[config.mk]
export PLATFORM = sky130hd
export DESIGN_NAME = adcc_control
export DESIGN_NICKNAME = d
export VERILOG_FILES = /design/src/core/adcc_pkg.sv /design/src/core/adcc_control.sv
export SDC_FILE = /design/constraint.sdc
export NUM_CORES = 1
export LEC_CHECK = 0
export ABC_AREA = 1
export BUFFER_PORTS_ARGS = -buffer_cell sky130_fd_sc_hd__buf_2
export CAP_MARGIN = 5
export CORE_ASPECT_RATIO = 1.4
export CORE_UTILIZATION = 30
export CTS_BUF_LIST = sky130_fd_sc_hd__clkbuf_4 sky130_fd_sc_hd__clkbuf_8 sky130_fd_sc_hd__clkbuf_16
export CTS_CLUSTER_SIZE = 8
export DETAILED_ROUTE_END_ITERATION = 6
export PLACE_DENSITY = 0.49
export RECOVER_POWER = 100
export SLEW_MARGIN = 0
export SYNTH_ARGS = -nofsm -noshare
export SYNTH_HDL_FRONTEND = slang
export SYNTH_SLANG_ARGS = --single-unit
[constraint.sdc]
create_clock -name CLK -period 5.4 [get_ports CLK]
set_input_delay 1.08 -clock CLK [delete_from_list [all_inputs] [get_ports CLK]]
set_output_delay 1.08 -clock CLK [all_outputs]
set_load 0.02 [all_outputs]
[src/core/adcc_pkg.sv]
// constants and types for the converter control block
package adcc_pkg;
    // register byte addresses
    localparam logic [7:0] ADCC_OFF_CTRL2 = 8'h08;
    localparam logic [7:0] ADCC_OFF_SMP_HIGH = 8'h0c;
    localparam logic [7:0] ADCC_OFF_SMP_LOW = 8'h10;
    localparam logic [7:0] ADCC_OFF_STATUS = 8'h40;
    localparam int ADCC_ADDR_W = 8;
    // control register two field positions
    localparam int ADCC_BIT_ON = 0;
    localparam int ADCC_BIT_REPEAT = 1;
    localparam int ADCC_BIT_CAL = 2;
    localparam int ADCC_BIT_CALRST = 3;
    localparam int ADCC_BIT_DMA = 8;
    localparam int ADCC_BIT_ALIGN = 11;
    localparam int ADCC_BIT_JSEL_LO = 12;
    localparam int ADCC_BIT_JEXT = 15;
    localparam int ADCC_BIT_JSOFT = 21;
    localparam logic [31:0] ADCC_CTRL2_RESET = 32'h0000_0000;
    // bits other than power-on that a start write must leave unchanged
    localparam logic [31:0] ADCC_CTRL2_CMP_MASK = 32'h0020_f90e;
    // sample time registers
    localparam int ADCC_CHANNELS = 16;
    localparam int ADCC_CODE_W = 3;
    localparam int ADCC_LOW_CHANNELS = 10;
    localparam int ADCC_SMP_HIGH_W = 18;
    localparam int ADCC_SMP_LOW_W = 30;
    localparam logic [47:0] ADCC_SMP_RESET = 48'h0000_0000_0000;
    // injected trigger codes
    localparam logic [2:0] ADCC_JSEL_PIN = 3'h6;
    localparam logic [2:0] ADCC_JSEL_SOFT = 3'h7;
    // sampling durations for codes 000 to 111, in converter cycles
    localparam logic [7:0] ADCC_SMP_CYCLES [8] = '{
        8'h03, 8'h09, 8'h0f, 8'h1e, 8'h2b, 8'h39, 8'h49, 8'hf1
    };
    // default timing counts in clock cycles, then data and result widths in bits
    localparam int ADCC_CONV_CYCLES = 11;
    localparam int ADCC_CAL_CYCLES = 83;
    localparam int ADCC_CALRST_CYCLES = 8;
    localparam int ADCC_DATA_W = 10;
    localparam int ADCC_RES_W = 16;

    typedef enum logic [2:0] {
        ADCC_IDLE,
        ADCC_SAMPLE,
        ADCC_CONVERT,
        ADCC_CALRST,
        ADCC_CALIB
    } adcc_state_t;
endpackage

[src/core/adcc_control.sv]
// converter control register two, sample-time registers and conversion sequencer
//
// Overview of operation
// [RULE_01] injected trigger code 111 uses the injected software-start bit as trigger
// [RULE_02] bit 11 set gives left-justified results, clear gives right; resets 0
// [RULE_03] bit 8 enables dma mode when set; resets to 0
// [RULE_04] software sets bit 3, hardware clears it after calibration registers reset
// [RULE_05] calibration reset during a conversion waits until that conversion ends
// [RULE_06] software sets bit 2 to calibrate, hardware clears it when finished
// [RULE_07] bit 1 set converts continuously until cleared; clear means single conversion
// [RULE_08] writing power-on 1 while it reads 0 only wakes the converter
// [RULE_09] writing power-on 1 while it reads 1 starts a conversion
// [RULE_10] writing power-on 0 stops conversion or calibration and powers down
// [RULE_11] a start happens only if no other control bit changes in that write
// [RULE_12] sample codes 000..111 give 3,9,15,30,43,57,73,241 sample cycles
// [RULE_13] software keeps a channel's sample code steady while it is sampled
// [RULE_14] high sample register holds channels 10..15 in bits 17:0, rest zero
// [RULE_15] low sample register holds channels 0..9 in bits 29:0, rest zero
// [RULE_16] injected select 14:12: codes 000..011 timer events, 110 pin event
// [RULE_17] in dma mode each regular result raises one transfer request
`timescale 1ns/10ps

module adcc_control #(
    parameter int CONV_CYCLES = adcc_pkg::ADCC_CONV_CYCLES,
    parameter int CAL_CYCLES = adcc_pkg::ADCC_CAL_CYCLES,
    parameter int CALRST_CYCLES = adcc_pkg::ADCC_CALRST_CYCLES,
    parameter int DATA_W = adcc_pkg::ADCC_DATA_W
) (
    // clock and reset
    input wire logic CLK,
    input wire logic RST,
    // register port
    input wire logic [7:0] ADDR,
    input wire logic [31:0] WDATA,
    input wire logic WR,
    input wire logic RD,
    output logic [31:0] RDATA,
    // trigger sources
    input wire logic [3:0] TIMER_EVENT,
    input wire logic TRIGGER_PIN,
    // channel choice from sequence logic
    input wire logic [3:0] REG_CHANNEL,
    input wire logic [3:0] INJ_CHANNEL,
    // converter core
    input wire logic [DATA_W-1:0] CORE_DATA,
    output logic POWER_ON,
    output logic SAMPLING,
    output logic CONVERTING,
    output logic CAL_RESET_ACTIVE,
    output logic CAL_ACTIVE,
    output logic [3:0] CONV_CHANNEL,
    output logic CONV_INJECTED,
    // results
    output logic [15:0] REG_DATA,
    output logic REG_VALID,
    output logic [15:0] INJ_DATA,
    output logic INJ_VALID,
    output logic DMA_REQ
);

    localparam int CNT_W = 16;

    if (CONV_CYCLES < 1 || CONV_CYCLES > 65535 || CAL_CYCLES < 1 || CAL_CYCLES > 65535 ||
        CALRST_CYCLES < 1 || CALRST_CYCLES > 65535) begin : g_bad_count
        $error("adcc_control: timing counts must lie in 1..65535");
    end
    if (DATA_W < 1 || DATA_W > adcc_pkg::ADCC_RES_W) begin : g_bad_width
        $error("adcc_control: DATA_W must lie in 1..16");
    end

    typedef struct packed {
        adcc_pkg::adcc_state_t st;
        logic on;
        logic repeat_conversion;
        logic cal;
        logic cal_register_reset;
        logic dma;
        logic align;
        logic [2:0] inj_trigger_select;
        logic inj_ext_enable;
        logic inj_soft_start;
        logic [47:0] channel_sample_time;
        logic [CNT_W-1:0] cnt;
        logic inj_cur;
        logic inj_pend;
        logic reg_pend;
        logic [3:0] chan;
        logic [15:0] reg_data;
        logic reg_valid;
        logic [15:0] inj_data;
        logic inj_valid;
        logic dma_req;
        logic [31:0] rdata;
        logic [2:0] pin_sync;
        logic pin_level;
    } adcc_regs_t;

    adcc_regs_t r_reg;
    adcc_regs_t r_next;

    // sampling length of a code
    function automatic logic [7:0] sample_len(input logic [2:0] code);
        sample_len = adcc_pkg::ADCC_SMP_CYCLES[code]; // [RULE_12]
    endfunction

    // code of a channel, channel n at bits 3n+2..3n
    function automatic logic [2:0] chan_code(input logic [47:0] codes, input logic [3:0] ch);
        chan_code = codes[ch*adcc_pkg::ADCC_CODE_W +: adcc_pkg::ADCC_CODE_W];
    endfunction

    // readable image of control register two
    function automatic logic [31:0] ctrl_word(input adcc_regs_t s);
        logic [31:0] w;
        w = adcc_pkg::ADCC_CTRL2_RESET;
        w[adcc_pkg::ADCC_BIT_ON] = s.on;
        w[adcc_pkg::ADCC_BIT_REPEAT] = s.repeat_conversion;
        w[adcc_pkg::ADCC_BIT_CAL] = s.cal;
        w[adcc_pkg::ADCC_BIT_CALRST] = s.cal_register_reset;
        w[adcc_pkg::ADCC_BIT_DMA] = s.dma;
        w[adcc_pkg::ADCC_BIT_ALIGN] = s.align;
        w[adcc_pkg::ADCC_BIT_JSEL_LO +: 3] = s.inj_trigger_select;
        w[adcc_pkg::ADCC_BIT_JEXT] = s.inj_ext_enable;
        w[adcc_pkg::ADCC_BIT_JSOFT] = s.inj_soft_start;
        ctrl_word = w;
    endfunction

    // justified result
    function automatic logic [15:0] justify(input logic [DATA_W-1:0] d, input logic left);
        logic [15:0] v;
        v = 16'(d);
        if (left) begin
            v = 16'(v << (adcc_pkg::ADCC_RES_W - DATA_W)); // [RULE_02]
        end
        justify = v;
    endfunction

    logic pin_rise;
    logic sel_event;
    logic inj_trig;
    logic start_ok;
    logic [3:0] start_chan;

    always_comb begin
        r_next = r_reg;
        r_next.reg_valid = 1'b0;
        r_next.inj_valid = 1'b0;
        r_next.dma_req = 1'b0;
        r_next.rdata = 32'h0000_0000;
        start_chan = REG_CHANNEL;

        // pin event: three flops, level moves once the last two agree
        r_next.pin_sync = {r_reg.pin_sync[1:0], TRIGGER_PIN};
        if (r_reg.pin_sync[2] == r_reg.pin_sync[1]) begin
            r_next.pin_level = r_reg.pin_sync[2];
        end
        pin_rise = r_next.pin_level & ~r_reg.pin_level;

        // injected trigger source
        sel_event = 1'b0;
        case (r_reg.inj_trigger_select)
            3'h0, 3'h1, 3'h2, 3'h3: begin
                sel_event = r_reg.inj_ext_enable
                    & TIMER_EVENT[r_reg.inj_trigger_select[1:0]]; // [RULE_16]
            end
            adcc_pkg::ADCC_JSEL_PIN: begin
                sel_event = r_reg.inj_ext_enable & pin_rise; // [RULE_16]
            end
            adcc_pkg::ADCC_JSEL_SOFT: begin
                sel_event = r_reg.inj_soft_start; // [RULE_01]
            end
            default: begin
                sel_event = 1'b0;
            end
        endcase
        inj_trig = r_reg.on & sel_event;
        if (inj_trig) begin
            r_next.inj_pend = 1'b1;
        end

        // sequencer
        case (r_reg.st)
            adcc_pkg::ADCC_IDLE: begin
                if (r_reg.on) begin
                    if (r_reg.cal_register_reset) begin
                        r_next.st = adcc_pkg::ADCC_CALRST;
                        r_next.cnt = CNT_W'(CALRST_CYCLES - 1);
                    end else if (r_reg.cal) begin
                        r_next.st = adcc_pkg::ADCC_CALIB;
                        r_next.cnt = CNT_W'(CAL_CYCLES - 1);
                    end else if (r_reg.inj_pend || r_reg.reg_pend) begin
                        // injected work goes ahead of pending regular work
                        r_next.inj_cur = r_reg.inj_pend;
                        if (r_reg.inj_pend) begin
                            r_next.inj_pend = inj_trig & ~r_reg.inj_soft_start;
                            r_next.inj_soft_start = 1'b0;
                            start_chan = INJ_CHANNEL;
                        end else begin
                            r_next.reg_pend = 1'b0;
                        end
                        r_next.chan = start_chan;
                        r_next.st = adcc_pkg::ADCC_SAMPLE;
                        r_next.cnt = CNT_W'(sample_len( // [RULE_12]
                            chan_code(r_reg.channel_sample_time, start_chan)) - 8'h01);
                    end
                end
            end
            adcc_pkg::ADCC_SAMPLE: begin
                if (r_reg.cnt == '0) begin
                    r_next.st = adcc_pkg::ADCC_CONVERT;
                    r_next.cnt = CNT_W'(CONV_CYCLES - 1);
                end else begin
                    r_next.cnt = r_reg.cnt - 1'b1;
                end
            end
            adcc_pkg::ADCC_CONVERT: begin
                if (r_reg.cnt == '0) begin
                    // back to idle, where a waiting calibration reset goes first
                    r_next.st = adcc_pkg::ADCC_IDLE; // [RULE_05]
                    if (r_reg.inj_cur) begin
                        r_next.inj_data = justify(CORE_DATA, r_reg.align);
                        r_next.inj_valid = 1'b1;
                    end else begin
                        r_next.reg_data = justify(CORE_DATA, r_reg.align);
                        r_next.reg_valid = 1'b1;
                        r_next.dma_req = r_reg.dma; // [RULE_03] [RULE_17]
                        // a start written during the conversion must not be lost
                        r_next.reg_pend = r_reg.reg_pend | r_reg.repeat_conversion; // [RULE_07]
                    end
                end else begin
                    r_next.cnt = r_reg.cnt - 1'b1;
                end
            end
            adcc_pkg::ADCC_CALRST: begin
                if (r_reg.cnt == '0) begin
                    r_next.cal_register_reset = 1'b0; // [RULE_04]
                    r_next.st = adcc_pkg::ADCC_IDLE;
                end else begin
                    r_next.cnt = r_reg.cnt - 1'b1;
                end
            end
            adcc_pkg::ADCC_CALIB: begin
                if (r_reg.cnt == '0) begin
                    r_next.cal = 1'b0; // [RULE_06]
                    r_next.st = adcc_pkg::ADCC_IDLE;
                end else begin
                    r_next.cnt = r_reg.cnt - 1'b1;
                end
            end
            default: begin
                r_next.st = adcc_pkg::ADCC_IDLE;
            end
        endcase

        // register writes come last so a software set beats a hardware clear
        start_ok = ((WDATA ^ ctrl_word(r_reg)) & adcc_pkg::ADCC_CTRL2_CMP_MASK)
            == 32'h0; // [RULE_11]
        if (WR) begin
            case (ADDR)
                adcc_pkg::ADCC_OFF_CTRL2: begin
                    r_next.repeat_conversion = WDATA[adcc_pkg::ADCC_BIT_REPEAT]; // [RULE_07]
                    r_next.dma = WDATA[adcc_pkg::ADCC_BIT_DMA]; // [RULE_03]
                    r_next.align = WDATA[adcc_pkg::ADCC_BIT_ALIGN]; // [RULE_02]
                    r_next.inj_trigger_select = WDATA[adcc_pkg::ADCC_BIT_JSEL_LO +: 3];
                    r_next.inj_ext_enable = WDATA[adcc_pkg::ADCC_BIT_JEXT];
                    r_next.inj_soft_start = WDATA[adcc_pkg::ADCC_BIT_JSOFT];
                    if (WDATA[adcc_pkg::ADCC_BIT_CALRST]) begin
                        r_next.cal_register_reset = 1'b1; // [RULE_04]
                    end
                    if (WDATA[adcc_pkg::ADCC_BIT_CAL]) begin
                        r_next.cal = 1'b1; // [RULE_06]
                    end
                    if (!WDATA[adcc_pkg::ADCC_BIT_ON]) begin
                        // power-down drops all work, including calibration
                        r_next.on = 1'b0; // [RULE_10]
                        r_next.st = adcc_pkg::ADCC_IDLE;
                        r_next.cal = 1'b0;
                        r_next.cal_register_reset = 1'b0;
                        r_next.inj_pend = 1'b0;
                        r_next.reg_pend = 1'b0;
                        r_next.inj_soft_start = 1'b0;
                    end else if (!r_reg.on) begin
                        r_next.on = 1'b1; // [RULE_08]
                    end else if (start_ok) begin
                        r_next.reg_pend = 1'b1; // [RULE_09] [RULE_11]
                    end
                end
                adcc_pkg::ADCC_OFF_SMP_HIGH: begin
                    r_next.channel_sample_time[47:30] = WDATA[17:0]; // [RULE_14]
                end
                adcc_pkg::ADCC_OFF_SMP_LOW: begin
                    r_next.channel_sample_time[29:0] = WDATA[29:0]; // [RULE_15]
                end
                default: begin
                end
            endcase
        end

        // read data for the following cycle; unmapped reads give zero
        if (RD) begin
            case (ADDR)
                adcc_pkg::ADCC_OFF_CTRL2: begin
                    r_next.rdata = ctrl_word(r_reg);
                end
                adcc_pkg::ADCC_OFF_SMP_HIGH: begin
                    r_next.rdata = {14'h0000, r_reg.channel_sample_time[47:30]}; // [RULE_14]
                end
                adcc_pkg::ADCC_OFF_SMP_LOW: begin
                    r_next.rdata = {2'h0, r_reg.channel_sample_time[29:0]}; // [RULE_15]
                end
                adcc_pkg::ADCC_OFF_STATUS: begin
                    r_next.rdata = {22'h0, r_reg.chan, r_reg.inj_cur, r_reg.inj_pend,
                        r_reg.reg_pend, r_reg.st};
                end
                default: begin
                    r_next.rdata = 32'h0000_0000;
                end
            endcase
        end
    end

    always_ff @(posedge CLK or posedge RST) begin
        if (RST) begin
            r_reg <= '{
                st: adcc_pkg::ADCC_IDLE,
                channel_sample_time: adcc_pkg::ADCC_SMP_RESET,
                default: '0
            };
        end else begin
            r_reg <= r_next;
        end
    end

    // outputs
    assign RDATA = r_reg.rdata;
    assign POWER_ON = r_reg.on;
    assign SAMPLING = r_reg.st == adcc_pkg::ADCC_SAMPLE;
    assign CONVERTING = r_reg.st == adcc_pkg::ADCC_CONVERT;
    assign CAL_RESET_ACTIVE = r_reg.st == adcc_pkg::ADCC_CALRST;
    assign CAL_ACTIVE = r_reg.st == adcc_pkg::ADCC_CALIB;
    assign CONV_CHANNEL = r_reg.chan;
    assign CONV_INJECTED = r_reg.inj_cur;
    assign REG_DATA = r_reg.reg_data;
    assign REG_VALID = r_reg.reg_valid;
    assign INJ_DATA = r_reg.inj_data;
    assign INJ_VALID = r_reg.inj_valid;
    assign DMA_REQ = r_reg.dma_req;

endmodule

Word level (Yosys, flattened, before mapping)
Memories as Yosys holds them, arrays and structs flattened.
Cells that the tools add are included.
W data, S select, Z words.
{"block": "totals", "regBits": 156, "latchBits": 0, "mem_bits_rw": 0, "romBits": 64, "output_inout_bits": 77, "mem_count": 1}
{"name": "(name not given)", "depth": 8, "word_bits": 8, "rd": 1, "rd_clocked_by_memory_dff": 0, "wr": 0, "line": "adcc_control.sv:103", "rtl": "sample_len = adcc_pkg::ADCC_SMP_CYCLES[code];"}
{"block": "op_classes", "n_addsub": 2, "n_mul": 1, "div_mod_pow": 0, "order_cmp": 2, "n_eq_ne": 17, "n_shift": 1, "n_mux": 69, "bitwise": 13, "reduce_logical": 15}
{"op": "$pmux W30 S4", "count": 1}
{"op": "$mux W16", "count": 5}
{"op": "$mux W62", "count": 1}
{"op": "$mux W30", "count": 2}
{"op": "$pmux W16 S3", "count": 1}
{"op": "$shiftx A48 B7 Y3", "count": 1}
{"op": "$mux W23", "count": 2}
{"op": "$mux W19", "count": 2}
{"op": "$logic_not A32 Y1", "count": 1}
{"op": "$mux W1", "count": 28}
{"op": "$mux W4", "count": 6}
{"op": "$xor A22 B22 Y22", "count": 1}
{"op": "$mux W3", "count": 7}
{"op": "$mux W18", "count": 1}
{"op": "$mux W17", "count": 1}
{"op": "$eq A8 B4 Y1 const B", "count": 2}
{"op": "$logic_not A16 Y1", "count": 1}
{"op": "$mux W8", "count": 2}
{"op": "$sub A16 B1 Y16 const B", "count": 1}
{"op": "$mux W14", "count": 1}
{"op": "$mux W7", "count": 2}
{"op": "$eq A3 B2 Y1 const B", "count": 4}
{"op": "$eq A3 B3 Y1 const B", "count": 3}
{"op": "$pmux W3 S3", "count": 1}
{"op": "27 further kinds", "count": 43}

Logic depth before layout (Yosys ltp)
Gate-level depths: netlist of run 1.
{"block": "logic_depth", "depth_word": 23, "ltp_mapped": 20, "depth_no_buf": 19}

Worst setup path after synthesis of run 1
OpenSTA, ideal clock, no wires.
{"block": "synth_timing", "path_kind": "input to register", "start": "in INJ_CHANNEL[0]", "end": "reg r_reg[86] in the netlist's numbering", "arrival_time_ns": 2.653, "slack_ns": 2.611, "cell_stages": 14, "n_path_buf": 1, "path_cell_list": "nand2_2 -> buf_2 -> nand3_1 -> nand3_1 -> nand3_1 -> nand3_1 -> nand2_4 -> nor2_4 -> a21oi_1 -> ha_1 -> nand2_2 -> nor2_4 -> a21oi_4 -> a22oi_2"}
{"block": "synth_between", "elab_chain_len": 18}
{"item": "start, declared", "line": "adcc_control.sv:43", "rtl": "input wire logic [3:0] INJ_CHANNEL,"}
{"item": "$mux W4", "line": "adcc_control.sv:193", "rtl": "if (r_reg.inj_pend) begin"}
{"item": "$mux W4", "line": "adcc_control.sv:190", "rtl": "end else if (r_reg.inj_pend || r_reg.reg_pend) begin"}
{"item": "$mux W4", "line": "adcc_control.sv:187", "rtl": "end else if (r_reg.cal) begin"}
{"item": "$mux W4", "line": "adcc_control.sv:184", "rtl": "if (r_reg.cal_register_reset) begin"}
{"item": "$mux W4", "line": "adcc_control.sv:183", "rtl": "if (r_reg.on) begin"}
{"item": "$mux W4", "line": "adcc_control.sv:181", "rtl": "case (r_reg.st)"}
{"item": "$mul A4 B2 Y6", "line": "adcc_control.sv:108", "rtl": "chan_code = codes[ch*adcc_pkg::ADCC_CODE_W +: adcc_pkg::ADCC_CODE_W];"}
{"item": "$shiftx A48 B7 Y3", "line": "adcc_control.sv:108"}
{"item": "$not A3 Y4 (implied by the code)", "line": "adcc_control.sv:103"}
{"item": "$mem_v2 Z8 W8"}
{"item": "$mux W8 (implied by the code) (2 in series)", "line": "adcc_control.sv:103"}
{"item": "$sub A8 B1 Y9", "line": "adcc_control.sv:203", "rtl": "chan_code(r_reg.channel_sample_time, start_chan)) - 8'h01);"}
{"item": "$mux W23", "line": "adcc_control.sv:190"}
{"item": "$mux W16", "line": "adcc_control.sv:187"}
{"item": "$mux W16", "line": "adcc_control.sv:184"}
{"item": "$mux W23", "line": "adcc_control.sv:183"}
{"item": "$pmux W16 S3", "line": "adcc_control.sv:181"}
{"item": "end signal, assigned", "line": "adcc_control.sv:323", "rtl": "r_reg <= '{"}
{"item": "end signal, assigned", "line": "adcc_control.sv:329", "rtl": "r_reg <= r_next;"}
{"item": "end, declared", "line": "adcc_control.sv:98", "rtl": "adcc_regs_t r_reg;"}
Every way passes these cells. The select of a mux whose other input is x is not followed.
A chain may end at the register's enable or synchronous reset.

Worst setup path after layout of run 1
{"block": "layout_timing", "start": "reg r_reg[76] in the netlist's numbering", "end": "reg r_reg[92] in the netlist's numbering"}
{"block": "layout_between", "elab_chain_len": 18, "word_cells_on_any_way": 21, "cone_classes": "add/sub (1); mul (1); eq/ne (1); shift (1); mux (13); bitwise (1); reduce/logical (2); memory (1)"}
{"item": "$mux W4", "line": "adcc_control.sv:193"}
{"item": "$mux W4", "line": "adcc_control.sv:190"}
{"item": "$mux W4", "line": "adcc_control.sv:187"}
{"item": "$mux W4", "line": "adcc_control.sv:184"}
{"item": "$mux W4", "line": "adcc_control.sv:183"}
{"item": "$mux W4", "line": "adcc_control.sv:181"}
{"item": "$mul A4 B2 Y6", "line": "adcc_control.sv:108"}
{"item": "$shiftx A48 B7 Y3", "line": "adcc_control.sv:108"}
{"item": "$not A3 Y4 (implied by the code)", "line": "adcc_control.sv:103"}
{"item": "$mem_v2 Z8 W8"}
{"item": "$mux W8 (implied by the code) (2 in series)", "line": "adcc_control.sv:103"}
{"item": "$sub A8 B1 Y9", "line": "adcc_control.sv:203"}
{"item": "$mux W23", "line": "adcc_control.sv:190"}
{"item": "$mux W16", "line": "adcc_control.sv:187"}
{"item": "$mux W16", "line": "adcc_control.sv:184"}
{"item": "$mux W23", "line": "adcc_control.sv:183"}
{"item": "$pmux W16 S3", "line": "adcc_control.sv:181"}
Several ways; a longest one is shown, not always the timed one. The select of a mux whose other input is x is not followed.

==> summary.txt, run 1 <==
Run status
  – Failing checks: capacitance limit, slew limit
  – Status: finished, violations left

Timing
  – Worst Tran Pin Value: 3.57 ns
  – Clock Skew: 0.00896 ns
  – Fmax: 253 MHz
  – Slew HR: -1.39
  – RSZ-0062 raised after global routing: false
  – Total Neg Setup Slack: 0 ns
  – Hold Fails Final Rpt: 0
  – Tmin final: 3.95 ns
  – Final Cycle Share: 0.732
  – Max-slew violations: 111
  – Finish-stage setup viols: 0

Synthesis
  – Largest cells by area after synthesis: dfrtp_1 48%, nand2_1 9.6%, buf_4 6.5%
  – Synthesized flop and latch total: 154
  – Most common cell in the netlist: nand2_1
  – Number of flops mapped to enable cells by yosys: 0
  – Synth Flop Type: dfrtp_1
  – Ys async rst share: 1.00
  – Syn. warnings: 0
  – Post-synth top area share: 0.477
  – Syn_area_per_cell: 8.35 sq um
  – Yosys cell types: 52
  – Mapped Area: 0.00809 sq mm
  – Sequential share of the synthesized area: 0.477
  – Synth area leader: dfrtp_1
  – List of most frequent post-synthesis cells: 206 x nand2_1, 154 x dfrtp_1, 96 x o21ai_0
  – Synth Instances: 968

Clock network
  – Longest Clk Path Bufs: 2
  – Worst-Skew Late Latency: 0.43 ns
  – Clk root buf: clkbuf_16
  – Hold-fix buffers, CTS: 0
  – Post-CTS Setup Bufs: 0
  – CTS tree: yes
  – CTS resizes: 0
  – Max H-tree Level: 4
  – Clk slew on worst S/H paths: 0.06 ns
  – CTS buffer count: 17
  – Sink Count: 154

Routing
  – Remaining DRCs: 0
  – DR iter-0 viols: 343
  – DR pass1 iterations: 5
  – Antenna-violating nets left: 0
  – Routed wire length: 22,900 um
  – Via count: 6,638
  – Drt via density: 4.84
  – DR WL/cell: 16.7 um

Global routing
  – First-pass GRT wire length: 36,400 um
  – Tot GR Track Use: 0.172
  – Remaining global-route overflow: 0
  – Vias in the first global route: 6,597
  – Initial antenna violation count: 0
  – Pin count of the biggest net entering global routing: 78

Cells and area
  – Multi-input logic area: 0.00315 sq mm
  – Layout Nets: 1,105
  – Ant diodes: 0
  – FF/Latch Area: 0.00385 sq mm
  – Max reg flops: 81
  – Final instance area: 0.00899 sq mm
  – Area growth, synth to finish: 11.2%
  – Fraction of layout cells with a size suffix above 1: 0.135
  – # fillers: 2,798

Power and ir drop
  – Clock group share of total power: 0.326
  – Cell-internal power: 2330 uW
  – NetSw: 1360 uW
  – Sw Ratio: 0.369
  – Leak: 0.00426 uW
  – Comb power frac: 0.294
  – Max IR drop VDD: 0.000245 V
  – Pwr Total: 3690 uW
  – Reg power frac: 0.380
  – Power Density: 411 mW/mm^2

Floorplanning
  – Die ar.: 0.0276 sq mm
  – Placeable Area: 0.0263 sq mm
  – Die H: 196 um
  – Initial Util: 0.308
  – Ports: 144
  – Width of the die: 141 um
  – # rows: 70

Place
  – DP HPWL: 16,900 um
  – Placed Area: 0.00858 sq mm
  – GPL Wtd Cong: 0.850
  – PortBufs: 139

Worst hold path
  – Worst hold path class: reg2reg

Critical path
  – Req. time, crit path: 5.67 ns
  – Crit. End Element: register
  – Startpoint types: register
  – Crit Path Class: reg2reg
  – CP Max Fanout: 13
  – CP arrival: 4.22 ns

Job
  – Max cap viols: 2
path summary, 6_finish.rpt:
| kind | end | depth (start not counted) | start | slack [ns] |
|---|---|---|---|---|
| max in group asynchronous | RDATA[18]$_DFF_PP0_ | 3 | RST | 1.63 |
| min | r_next[3]$_DFF_PP0_ | 0 | r_next[2]$_DFF_PP0_ | 0.35 |
| min in group asynchronous | r_reg[78]$_DFFE_PP0P_ | 2 | RST | 1.69 |
| max reg2reg | r_reg[92]$_DFFE_PP0P_ | 14 | r_reg[76]$_DFF_PP0_ | 1.45 |
| min reg2reg | r_next[3]$_DFF_PP0_ | 0 | r_next[2]$_DFF_PP0_ | 0.35 |
| max | r_reg[92]$_DFFE_PP0P_ | 14 | r_reg[76]$_DFF_PP0_ | 1.45 |
layout make-up:
cell class / count / area share
sequential: 154 / 0.428
multi-input combinational: 621 / 0.350
timing repair buffer: 148 / 0.0716
clock buffer: 20 / 0.0512
tap: 324 / 0.0451
inverter: 94 / 0.0396
clock inverter: 11 / 0.0135
metrics by stage:
| step | hold WS (ns) | cells | setup slack, ns | utilization |
|---|---|---|---|---|
| 2_1_floorplan | 0.331 | 969 | 0.170 | - |
| 3_3_place_gp | 0.335 | 1341 | 1.72 | 0.327 |
| 3_5_place_dp | 0.344 | 1341 | 1.65 | 0.327 |
| 4_1_cts | 0.358 | 1372 | 2.10 | 0.349 |
| 5_1_grt | 0.368 | 1372 | 0.888 | 0.342 |
| 6_report | 0.353 | 1372 | 1.45 | 0.342 |
layout by cell type, fill, tap and decap left out, drive strengths merged, types with 2 or more instances in the layout:
| cell | Yosys | layout |
|---|---|---|
| o22ai | 5 | 5 |
| clkinvlp | 0 | 3 |
| mux2 | 10 | 10 |
| ha | 2 | 2 |
| o2111ai | 3 | 3 |
| inv | 92 | 92 |
| nand4 | 5 | 5 |
| a32oi | 2 | 2 |
| nand2 | 219 | 219 |
| or2 | 2 | 2 |
| clkbuf | 17 | 102 |
| xnor2 | 2 | 2 |
| nor3 | 17 | 17 |
| xor2 | 8 | 8 |
| dfrtp | 154 | 154 |
| buf | 83 | 66 |
| a22oi | 8 | 8 |
| clkinv | 2 | 8 |
| nor2 | 78 | 78 |
| nand3 | 83 | 83 |
| o211ai | 5 | 5 |
| conb | 1 | 2 |
| a31oi | 4 | 4 |
| mux2i | 4 | 4 |
| o21ai | 104 | 104 |
| a221oi | 12 | 12 |
| bufinv | 0 | 2 |
| a21oi | 32 | 32 |
| nor4 | 5 | 5 |
critical path, stage by stage, from the launching register on:
cell and delay, ns:
dfrtp_1 0.72, inv_1 0.36, o21ai_2 0.60, nand3_1 0.21, nand3_1 0.14, nand3_1 0.07
nand2_1 0.33, nor2_4 0.07, nand2_1 0.10, inv_1 0.05, ha_1 0.22, nand2_2 0.09
nor2_1 0.08, a21oi_1 0.65, a22oi_2 0.09
kinds of logic (layout without fill, tap and decap cells):
logic type      after synthesis  in the layout  share of synthesized area
mux                          14             14                     0.0189
buf+inv                     194            273                      0.129
xor+xnor                     10             10                     0.0108
compound gates              181            181                      0.134
fa+ha+maj                     3              3                    0.00433
flops                       154            154                      0.477
other cells                   1              2                   0.000464
simple gates                411            411                      0.225
routing by layer:
layer | wire [um] | GRT usage | part of all wire
met1 | 9660 | 0.205 | 0.42
met2 | 11700 | 0.308 | 0.51
met3 | 1060 | 0.0325 | 0.046
met4 | 447 | 0.0604 | 0.020
met5 | 0 | 0 | 0
power by group through the flow:
stage / registers [uW] / clock network [uW] / logic (uW)
CTS: 1400 / 1240 / 1130
floorplan: 1370 / 0 / 917
finish: 1400 / 1200 / 1090
detailed placement: 1420 / 0 / 1130
global placement: 1420 / 0 / 1120
global route: 1420 / 1280 / 1240
(Power assumes the default switching activity.)
==> inputs of run 2 (changes only) <==
Settings changed: ABC_AREA 1 to 0, PLACE_DENSITY 0.49 to 0.47.
Clock period 5.4 ns to 4.1 ns, I/O delays scaled along.
==> run 2 against run 1 <==
Net effect:
- the flow finishes with violations (DRC, capacitance limit, slew limit)
- clock skew increased by 0.0028 ns
- critical path depth fell by 4
- register-to-register slack lost 0.81 ns
- sequential cell count unchanged
- global-route usage is 0.58 points lower
- cell count is 16% lower
- setup slack lost 0.81 ns
- non-clock buffer count grew 11
- hold slack worse by 0.0040 ns
- largest cell class unchanged
==> summary.txt, run 2 <==
Run status
  – Status: finished, violations left (unchanged)
  – Failing checks: DRC, capacitance limit, slew limit (was capacitance limit, slew limit)

Critical path
  – Crit Path Class: reg2reg (unchanged)
  – CP arrival: 3.79 ns (was 4.22 ns)
  – CP Max Fanout: 13 (unchanged)
  – Worst Setup SP: r_reg[76]$_DFF_PP0_ (unchanged)
  – Reg2reg setup slack: 0.64 ns (was 1.45 ns)
  – Reg2reg end: r_reg[92]$_DFFE_PP0P_ (unchanged)
  – Worst r2r path cells: 10 (was 14)
  – Req. time, crit path: 4.44 ns (was 5.67 ns)
  – Crit. End Element: register (unchanged)
  – Reg-to-Reg Start: r_reg[76]$_DFF_PP0_ (unchanged)
  – Startpoint types: register (unchanged)
  – Setup crit end: r_reg[92]$_DFFE_PP0P_ (unchanged)

Cells and area
  – Commonest cells after routing, fill and taps aside: 154 x dfrtp_1, 106 x nand2_1, 86 x clkbuf_1, 66 x o21ai_0, 63 x buf_2 (was 208 x nand2_1, 154 x dfrtp_1, 97 x o21ai_0, 87 x inv_1, 81 x clkbuf_1)
  – Layout Nets: 896 (was 1,105)
  – Max reg flops: 81 (unchanged)
  – Finished Layout Cells: 1,159 (was 1,372)
  – Commonest non-fill, non-tap cell in the layout: dfrtp_1 (was nand2_1)
  – Fraction of layout cells with a size suffix above 1: 0.222 (was 0.135)
  – Area growth, synth to finish: 14.3% (was 11.2%)

Timing
  – Clock Skew: 0.0118 ns (was 0.00896 ns)
  – Tmin final: 3.46 ns (was 3.95 ns)
  – Worst hold margin: 0.349 ns (was 0.353 ns)
  – Total Neg Setup Slack: 0 ns (unchanged)
  – Slew HR: -0.456 (was -1.39)
  – Worst Tran Pin Value: 2.18 ns (was 3.57 ns)
  – RSZ-0062 raised after global routing: false (unchanged)
  – Max-slew violations: 155 (was 111)
  – Fmax: 289 MHz (was 253 MHz)
  – Hold Fails Final Rpt: 0 (unchanged)
  – Finish-stage setup viols: 0 (unchanged)
  – Final Cycle Share: 0.843 (was 0.732)

Clock network
  – CTS resizes: 0 (unchanged)
  – CTS buffer count: 17 (unchanged)
  – Clk root buf: clkbuf_16 (unchanged)
  – Worst-Skew Late Latency: 0.43 ns (about the same)
  – Max H-tree Level: 4 (unchanged)
  – Sink Count: 154 (unchanged)
  – Clk slew on worst S/H paths: 0.06 ns (about the same)
  – Hold-fix buffers, CTS: 0 (unchanged)
  – CTS tree: yes (unchanged)
  – Post-CTS Setup Bufs: 0 (unchanged)
  – Longest Clk Path Bufs: 2 (unchanged)

Routing
  – DR iter-0 viols: 366 (was 343)
  – Drt via density: 4.92 (was 4.84)
  – Routed wire length: 21,500 um (was 22,900 um)
  – Antenna-violating nets left: 0 (unchanged)
  – Remaining DRCs: 40 (was 0)
  – DR pass1 iterations: 7 (was 5)
  – Via count: 5,704 (was 6,638)
  – DR WL/cell: 18.6 um (was 16.7 um)

Synthesis
  – Yosys cell types: 56 (was 52)
  – Syn. warnings: 0 (unchanged)
  – Most common cell in the netlist: dfrtp_1 (was nand2_1)
  – Ys async rst share: 1.00 (unchanged)
  – Sequential share of the synthesized area: 0.493 (was 0.477)
  – Largest cells by area after synthesis: dfrtp_1 49%, mux2_2 8.8%, buf_4 6.5% (was dfrtp_1 48%, nand2_1 9.6%, buf_4 6.5%)
  – Number of flops mapped to enable cells by yosys: 0 (unchanged)
  – Synth area leader: dfrtp_1 (unchanged)
  – List of most frequent post-synthesis cells: 154 x dfrtp_1, 106 x nand2_1, 68 x buf_4 (was 206 x nand2_1, 154 x dfrtp_1, 96 x o21ai_0)
  – Synth Instances: 755 (was 968)
  – Synth Flop Type: dfrtp_1 (unchanged)
  – Syn_area_per_cell: 10.4 sq um (was 8.35 sq um)
  – Synthesized flop and latch total: 154 (unchanged)
  – Mapped Area: 0.00782 sq mm (was 0.00809 sq mm)
  – Post-synth top area share: 0.493 (was 0.477)

Power and ir drop
  – Clock group share of total power: 0.379 (was 0.326)
  – Max IR drop VDD: 0.000301 V (was 0.000245 V)
  – Comb power frac: 0.230 (was 0.294)
  – Power Density: 536 mW/mm^2 (was 411 mW/mm^2)
  – NetSw: 1560 uW (was 1360 uW)
  – Cell-internal power: 3230 uW (was 2330 uW)
  – Reg power frac: 0.391 (was 0.380)
  – Leak: 0.00406 uW (was 0.00426 uW)
  – Sw Ratio: 0.326 (was 0.369)

Job
  – Max cap viols: 1 (was 2)

Floorplanning
  – Ports: 144 (unchanged)
  – Width of the die: 138 um (was 141 um)
  – Die H: 193 um (was 196 um)
  – # rows: 69 (was 70)
  – Placeable Area: 0.0255 sq mm (was 0.0263 sq mm)
  – Die ar.: 0.0267 sq mm (was 0.0276 sq mm)
  – Initial Util: 0.307 (was 0.308)

Global routing
  – Pin count of the biggest net entering global routing: 155 (was 78)
  – Remaining global-route overflow: 0 (unchanged)
  – Vias in the first global route: 5,621 (was 6,597)
  – Initial antenna violation count: 0 (unchanged)
  – Tot GR Track Use: 0.167 (was 0.172)
  – First-pass GRT wire length: 33,200 um (was 36,400 um)

Worst hold path
  – Worst hold path class: reg2reg (unchanged)

Place
  – DP HPWL: 15,400 um (was 16,900 um)
  – Placed Cells: 1,127 (was 1,341)
  – GPL Wtd Cong: 0.803 (was 0.850)
  – PortBufs: 139 (unchanged)
run 2: cells by family after synthesis:
| group | share of synthesized area |
|---|---|
| adder cells (fa/ha/maj) | 0.00448 |
| multiplexers | 0.135 |
| other | 0.000479 |
| buffers and inverters | 0.0915 |
| AO/OA/AOI/OAI | 0.109 |
| flip-flops | 0.493 |
| XOR/XNOR | 0.0123 |
| AND/OR/NAND/NOR | 0.155 |
run 2: layout make-up:
| class | instances | area, sq um |
|---|---|---|
| fill | 2633 | 16500 |
| sequential | 154 | 3850 |
| multi-input combinational | 484 | 3260 |
| timing repair buffer | 159 | 711 |
| clock buffer | 18 | 433 |
| tap | 319 | 399 |
| clock inverter | 13 | 239 |
| inverter | 11 | 45.0 |
| antenna | 1 | 2.50 |
run 2: per-stage QoR:
step	worst slack, ns	power (uW)	instance area (sq um)	util
final	0.643	4790	8950	0.351
after global routing	0.381	5080	8940	0.351
after CTS	0.828	4900	9100	0.357
after detailed placement	0.441	3050	8430	0.331
after global placement	0.481	3050	8430	0.331
after floorplan	0.748	2770	7830	-
run 2: layer usage:
metal / track usage / part of all wire / vias to the layer above
li1: - / - / 2751
met1: 0.188 / 0.41 / 2817
met2: 0.314 / 0.54 / 119
met3: 0.0294 / 0.030 / 17
met4: 0.0609 / 0.017 / 0
met5: 0 / 0 / -
run 2: power by group through the flow:
stage               sequential (uW)  combinational (uW)  clock (uW)
CTS                            1870                1160        1870
floorplan                      1820                 949           0
global route                   1900                1250        1930
finish                         1870                1100        1820
detailed placement             1900                1150           0
global placement               1900                1150           0
run 2: how the worst min path moves through the flow:
stage | start | end | slack [ns] | depth (start not counted)
after floorplan | r_next[2]$_DFF_PP0_ | r_next[3]$_DFF_PP0_ | 0.33 | 0
after global routing | r_next[2]$_DFF_PP0_ | r_next[3]$_DFF_PP0_ | 0.37 | 0
after detailed placement | r_next[2]$_DFF_PP0_ | r_next[3]$_DFF_PP0_ | 0.34 | 0
final | r_next[2]$_DFF_PP0_ | r_next[3]$_DFF_PP0_ | 0.35 | 0
after CTS | r_next[2]$_DFF_PP0_ | r_next[3]$_DFF_PP0_ | 0.35 | 0
after global placement | r_next[2]$_DFF_PP0_ | r_next[3]$_DFF_PP0_ | 0.33 | 0
run 2: worst max-delay path, cell delays in order (launching register included):
cell and delay, ns:
dfrtp_1 0.42, mux2_1 0.63, mux4_2 0.58, nand2_1 0.10
and4_1 0.27, and3_1 0.21, ha_1 0.15, inv_1 0.09
nor4_4 0.58, a21oi_1 0.14, o21ai_0 0.18
==> inputs of run 3 (changes only) <==
Clock period 4.1 ns to 3.2 ns, I/O delays scaled along.
==> run 3 against run 2 <==
Net effect:
- the run still ends with DRC, capacitance limit, slew limit left
- critical path type unchanged
- wire length grew 1.3%
- cell count up 1.6%
- maximum frequency grew 15%
- sequential share of layout area shrank 0.17 points
- largest cell class unchanged
- hold slack got worse by 0.24 ns
- clock-buffer cell count is 3 higher
- first-iteration DRC count fell by 13%
- core utilization increased by 0.14 points
- power rose by 24%
- die area unchanged
==> summary.txt, run 3 (synthesized netlist as in run 2, its figures left out) <==
Power and ir drop
  – Power Density: 664 mW/mm^2 (was 536 mW/mm^2)
  – Max IR drop VDD: 0.000420 V (was 0.000301 V)
  – Leak: 0.00411 uW (was 0.00406 uW)

Cells and area
  – Finished Layout Cells: 1,177 (was 1,159)
  – Commonest non-fill, non-tap cell in the layout: dfrtp_1 (unchanged)
  – Commonest cells after routing, fill and taps aside: 154 x dfrtp_1, 106 x nand2_1, 86 x clkbuf_1, 64 x buf_2, 62 x o21ai_0 (was 154 x dfrtp_1, 106 x nand2_1, 86 x clkbuf_1, 66 x o21ai_0, 63 x buf_2)
  – Ant diodes: 0 (was 1)
  – Area growth, synth to finish: 14.8% (was 14.3%)
  – Layout Nets: 915 (was 896)
  – Max reg flops: 81 (unchanged)
  – Final instance area: 0.00898 sq mm (was 0.00895 sq mm)
  – Fraction of layout cells with a size suffix above 1: 0.238 (was 0.222)

Clock network
  – Post-CTS Setup Bufs: 0 (unchanged)
  – CTS buffer count: 17 (unchanged)
  – Clk root buf: clkbuf_16 (unchanged)
  – Worst-Skew Late Latency: 0.43 ns (about the same)
  – Longest Clk Path Bufs: 2 (unchanged)
  – CTS resizes: 0 (unchanged)
  – Max H-tree Level: 4 (unchanged)
  – Clk slew on worst S/H paths: 0.06 ns (about the same)
  – Sink Count: 154 (unchanged)
  – Hold-fix buffers, CTS: 0 (unchanged)
  – CTS tree: yes (unchanged)

Critical path
  – Critical Path, Cell by Cell: mux2_4, mux4_1, nand2_1, nand4_1, and2_1, nor2_1, ha_1, inv_1, nor4_4, buf_4, a22oi_1, o21ai_1 (was mux2_1, mux4_2, nand2_1, and4_1, and3_1, ha_1, inv_1, nor4_4, a21oi_1, o21ai_0)
  – Startpoint types: register (unchanged)
  – Crit. End Element: register (unchanged)
  – CP arrival: 3.35 ns (was 3.79 ns)
  – CP Max Fanout: 12 (was 13)
  – Slowest cell on the critical path: mux4_1 (was mux2_1)
  – Req. time, crit path: 3.56 ns (was 4.44 ns)
  – Crit-path max cell delay: 0.60 ns (was 0.63 ns)
  – Crit Path Class: reg2reg (unchanged)

Timing
  – Tmin final: 2.99 ns (was 3.46 ns)
  – RSZ-0062 raised after global routing: false (unchanged)
  – Fmax: 334 MHz (was 289 MHz)
  – Worst hold margin: 0.104 ns (was 0.349 ns)
  – Hold Fails Final Rpt: 0 (unchanged)
  – Slew HR: -0.170 (was -0.456)
  – Final setup margin: 0.206 ns (was 0.643 ns)
  – Final Cycle Share: 0.936 (was 0.843)
  – Max-slew violations: 100 (was 155)
  – Finish-stage setup viols: 0 (unchanged)
  – Total Neg Setup Slack: 0 ns (unchanged)
  – Clock Skew: 0.0125 ns (was 0.0118 ns)
  – Worst Tran Pin Value: 1.75 ns (was 2.18 ns)

Place
  – PortBufs: 139 (unchanged)
  – Placed Cells: 1,146 (was 1,127)
  – Pre-CTS WS: -0.0253 ns (was 0.441 ns)
  – DP HPWL: 16,100 um (was 15,400 um)
  – Placed Area: 0.00858 sq mm (was 0.00843 sq mm)
  – GPL Wtd Cong: 0.797 (was 0.803)

Global routing
  – Vias in the first global route: 5,885 (was 5,621)
  – Pin count of the biggest net entering global routing: 68 (was 155)
  – Tot GR Track Use: 0.172 (was 0.167)
  – Initial antenna violation count: 0 (unchanged)
  – First-pass GRT wire length: 34,500 um (was 33,200 um)
  – Remaining global-route overflow: 0 (unchanged)

Floorplanning
  – Die H: 193 um (unchanged)
  – Initial Util: 0.307 (unchanged)
  – # rows: 69 (unchanged)
  – Placeable Area: 0.0255 sq mm (unchanged)
  – Ports: 144 (unchanged)
  – Width of the die: 138 um (unchanged)
  – Die ar.: 0.0267 sq mm (unchanged)

Routing
  – Antenna-violating nets left: 0 (unchanged)
  – Via count: 5,794 (was 5,704)
  – DR pass1 iterations: 7 (unchanged)
  – DR WL/cell: 18.5 um (was 18.6 um)
  – Drt via density: 4.92 (about the same)
  – Remaining DRCs: 21 (was 40)
  – Routed wire length: 21,800 um (was 21,500 um)
  – DR iter-0 viols: 317 (was 366)

Run status
  – Failing checks: DRC, capacitance limit, slew limit (unchanged)
  – Status: finished, violations left (unchanged)

Job
  – Max cap viols: 2 (was 1)

Worst hold path
  – Worst hold path class: in2async (was reg2reg)
## run 3: metrics by stage
stage	power [uW]	utilization
after floorplan	3540	-
after global placement	3960	0.337
after detailed placement	3970	0.337
after CTS	6090	0.360
after global routing	6330	0.353
final	5960	0.353
## run 3: power breakdown
| part | internal [uW] | total (uW) | switching (uW) | leakage, uW |
|---|---|---|---|---|
| combinational | 532 | 1470 | 939 | 0.00187 |
| sequential | 2170 | 2400 | 230 | 0.00195 |
| clock | 1260 | 2090 | 832 | 0.000292 |
## run 3: area by class of cell
cell class / instances / area (sq um)
sequential: 154 / 3850
fill: 2612 / 16500
multi-input combinational: 484 / 3250
timing repair buffer: 178 / 838
tap: 319 / 399
inverter: 11 / 42.5
clock buffer: 21 / 455
clock inverter: 10 / 141
## run 3: final timing paths
| path | from | endpoint | slack (ns) | cells after the start |
|---|---|---|---|---|
| worst max-delay path | r_reg[76]$_DFF_PP0_ | r_reg[90]$_DFFE_PP0P_ | 0.21 | 12 |
| worst min-delay path | RST | REG_DATA[4]$_DFFE_PP0P_ | 0.10 | 2 |
| worst max register to register | r_reg[76]$_DFF_PP0_ | r_reg[90]$_DFFE_PP0P_ | 0.21 | 12 |
| max in group asynchronous | RST | r_reg[149]$_DFF_PP0_ | 1.17 | 3 |
| min in group CLK | TRIGGER_PIN | r_next[2]$_DFF_PP0_ | 0.32 | 1 |
| worst min register to register | r_next[2]$_DFF_PP0_ | r_next[3]$_DFF_PP0_ | 0.36 | 0 |
## run 3: critical path: cells and delay by family (launching register included)
family / cells / cell delay, ns
multiplexers: 2 / 0.97
AO/OA/AOI/OAI: 2 / 0.23
flip-flops: 1 / 0.43
adder cells (fa/ha/maj): 1 / 0.15
buffers and inverters: 2 / 0.29
AND/OR/NAND/NOR: 5 / 0.83
## run 3: per-layer routing
metal  global-route usage  wire [um]  up-vias
met5                    0          0        -
met2                0.319      11600      137
li1                     -          -     2789
met1                0.194       8890     2834
met3               0.0333        770       34
met4               0.0717        532        0
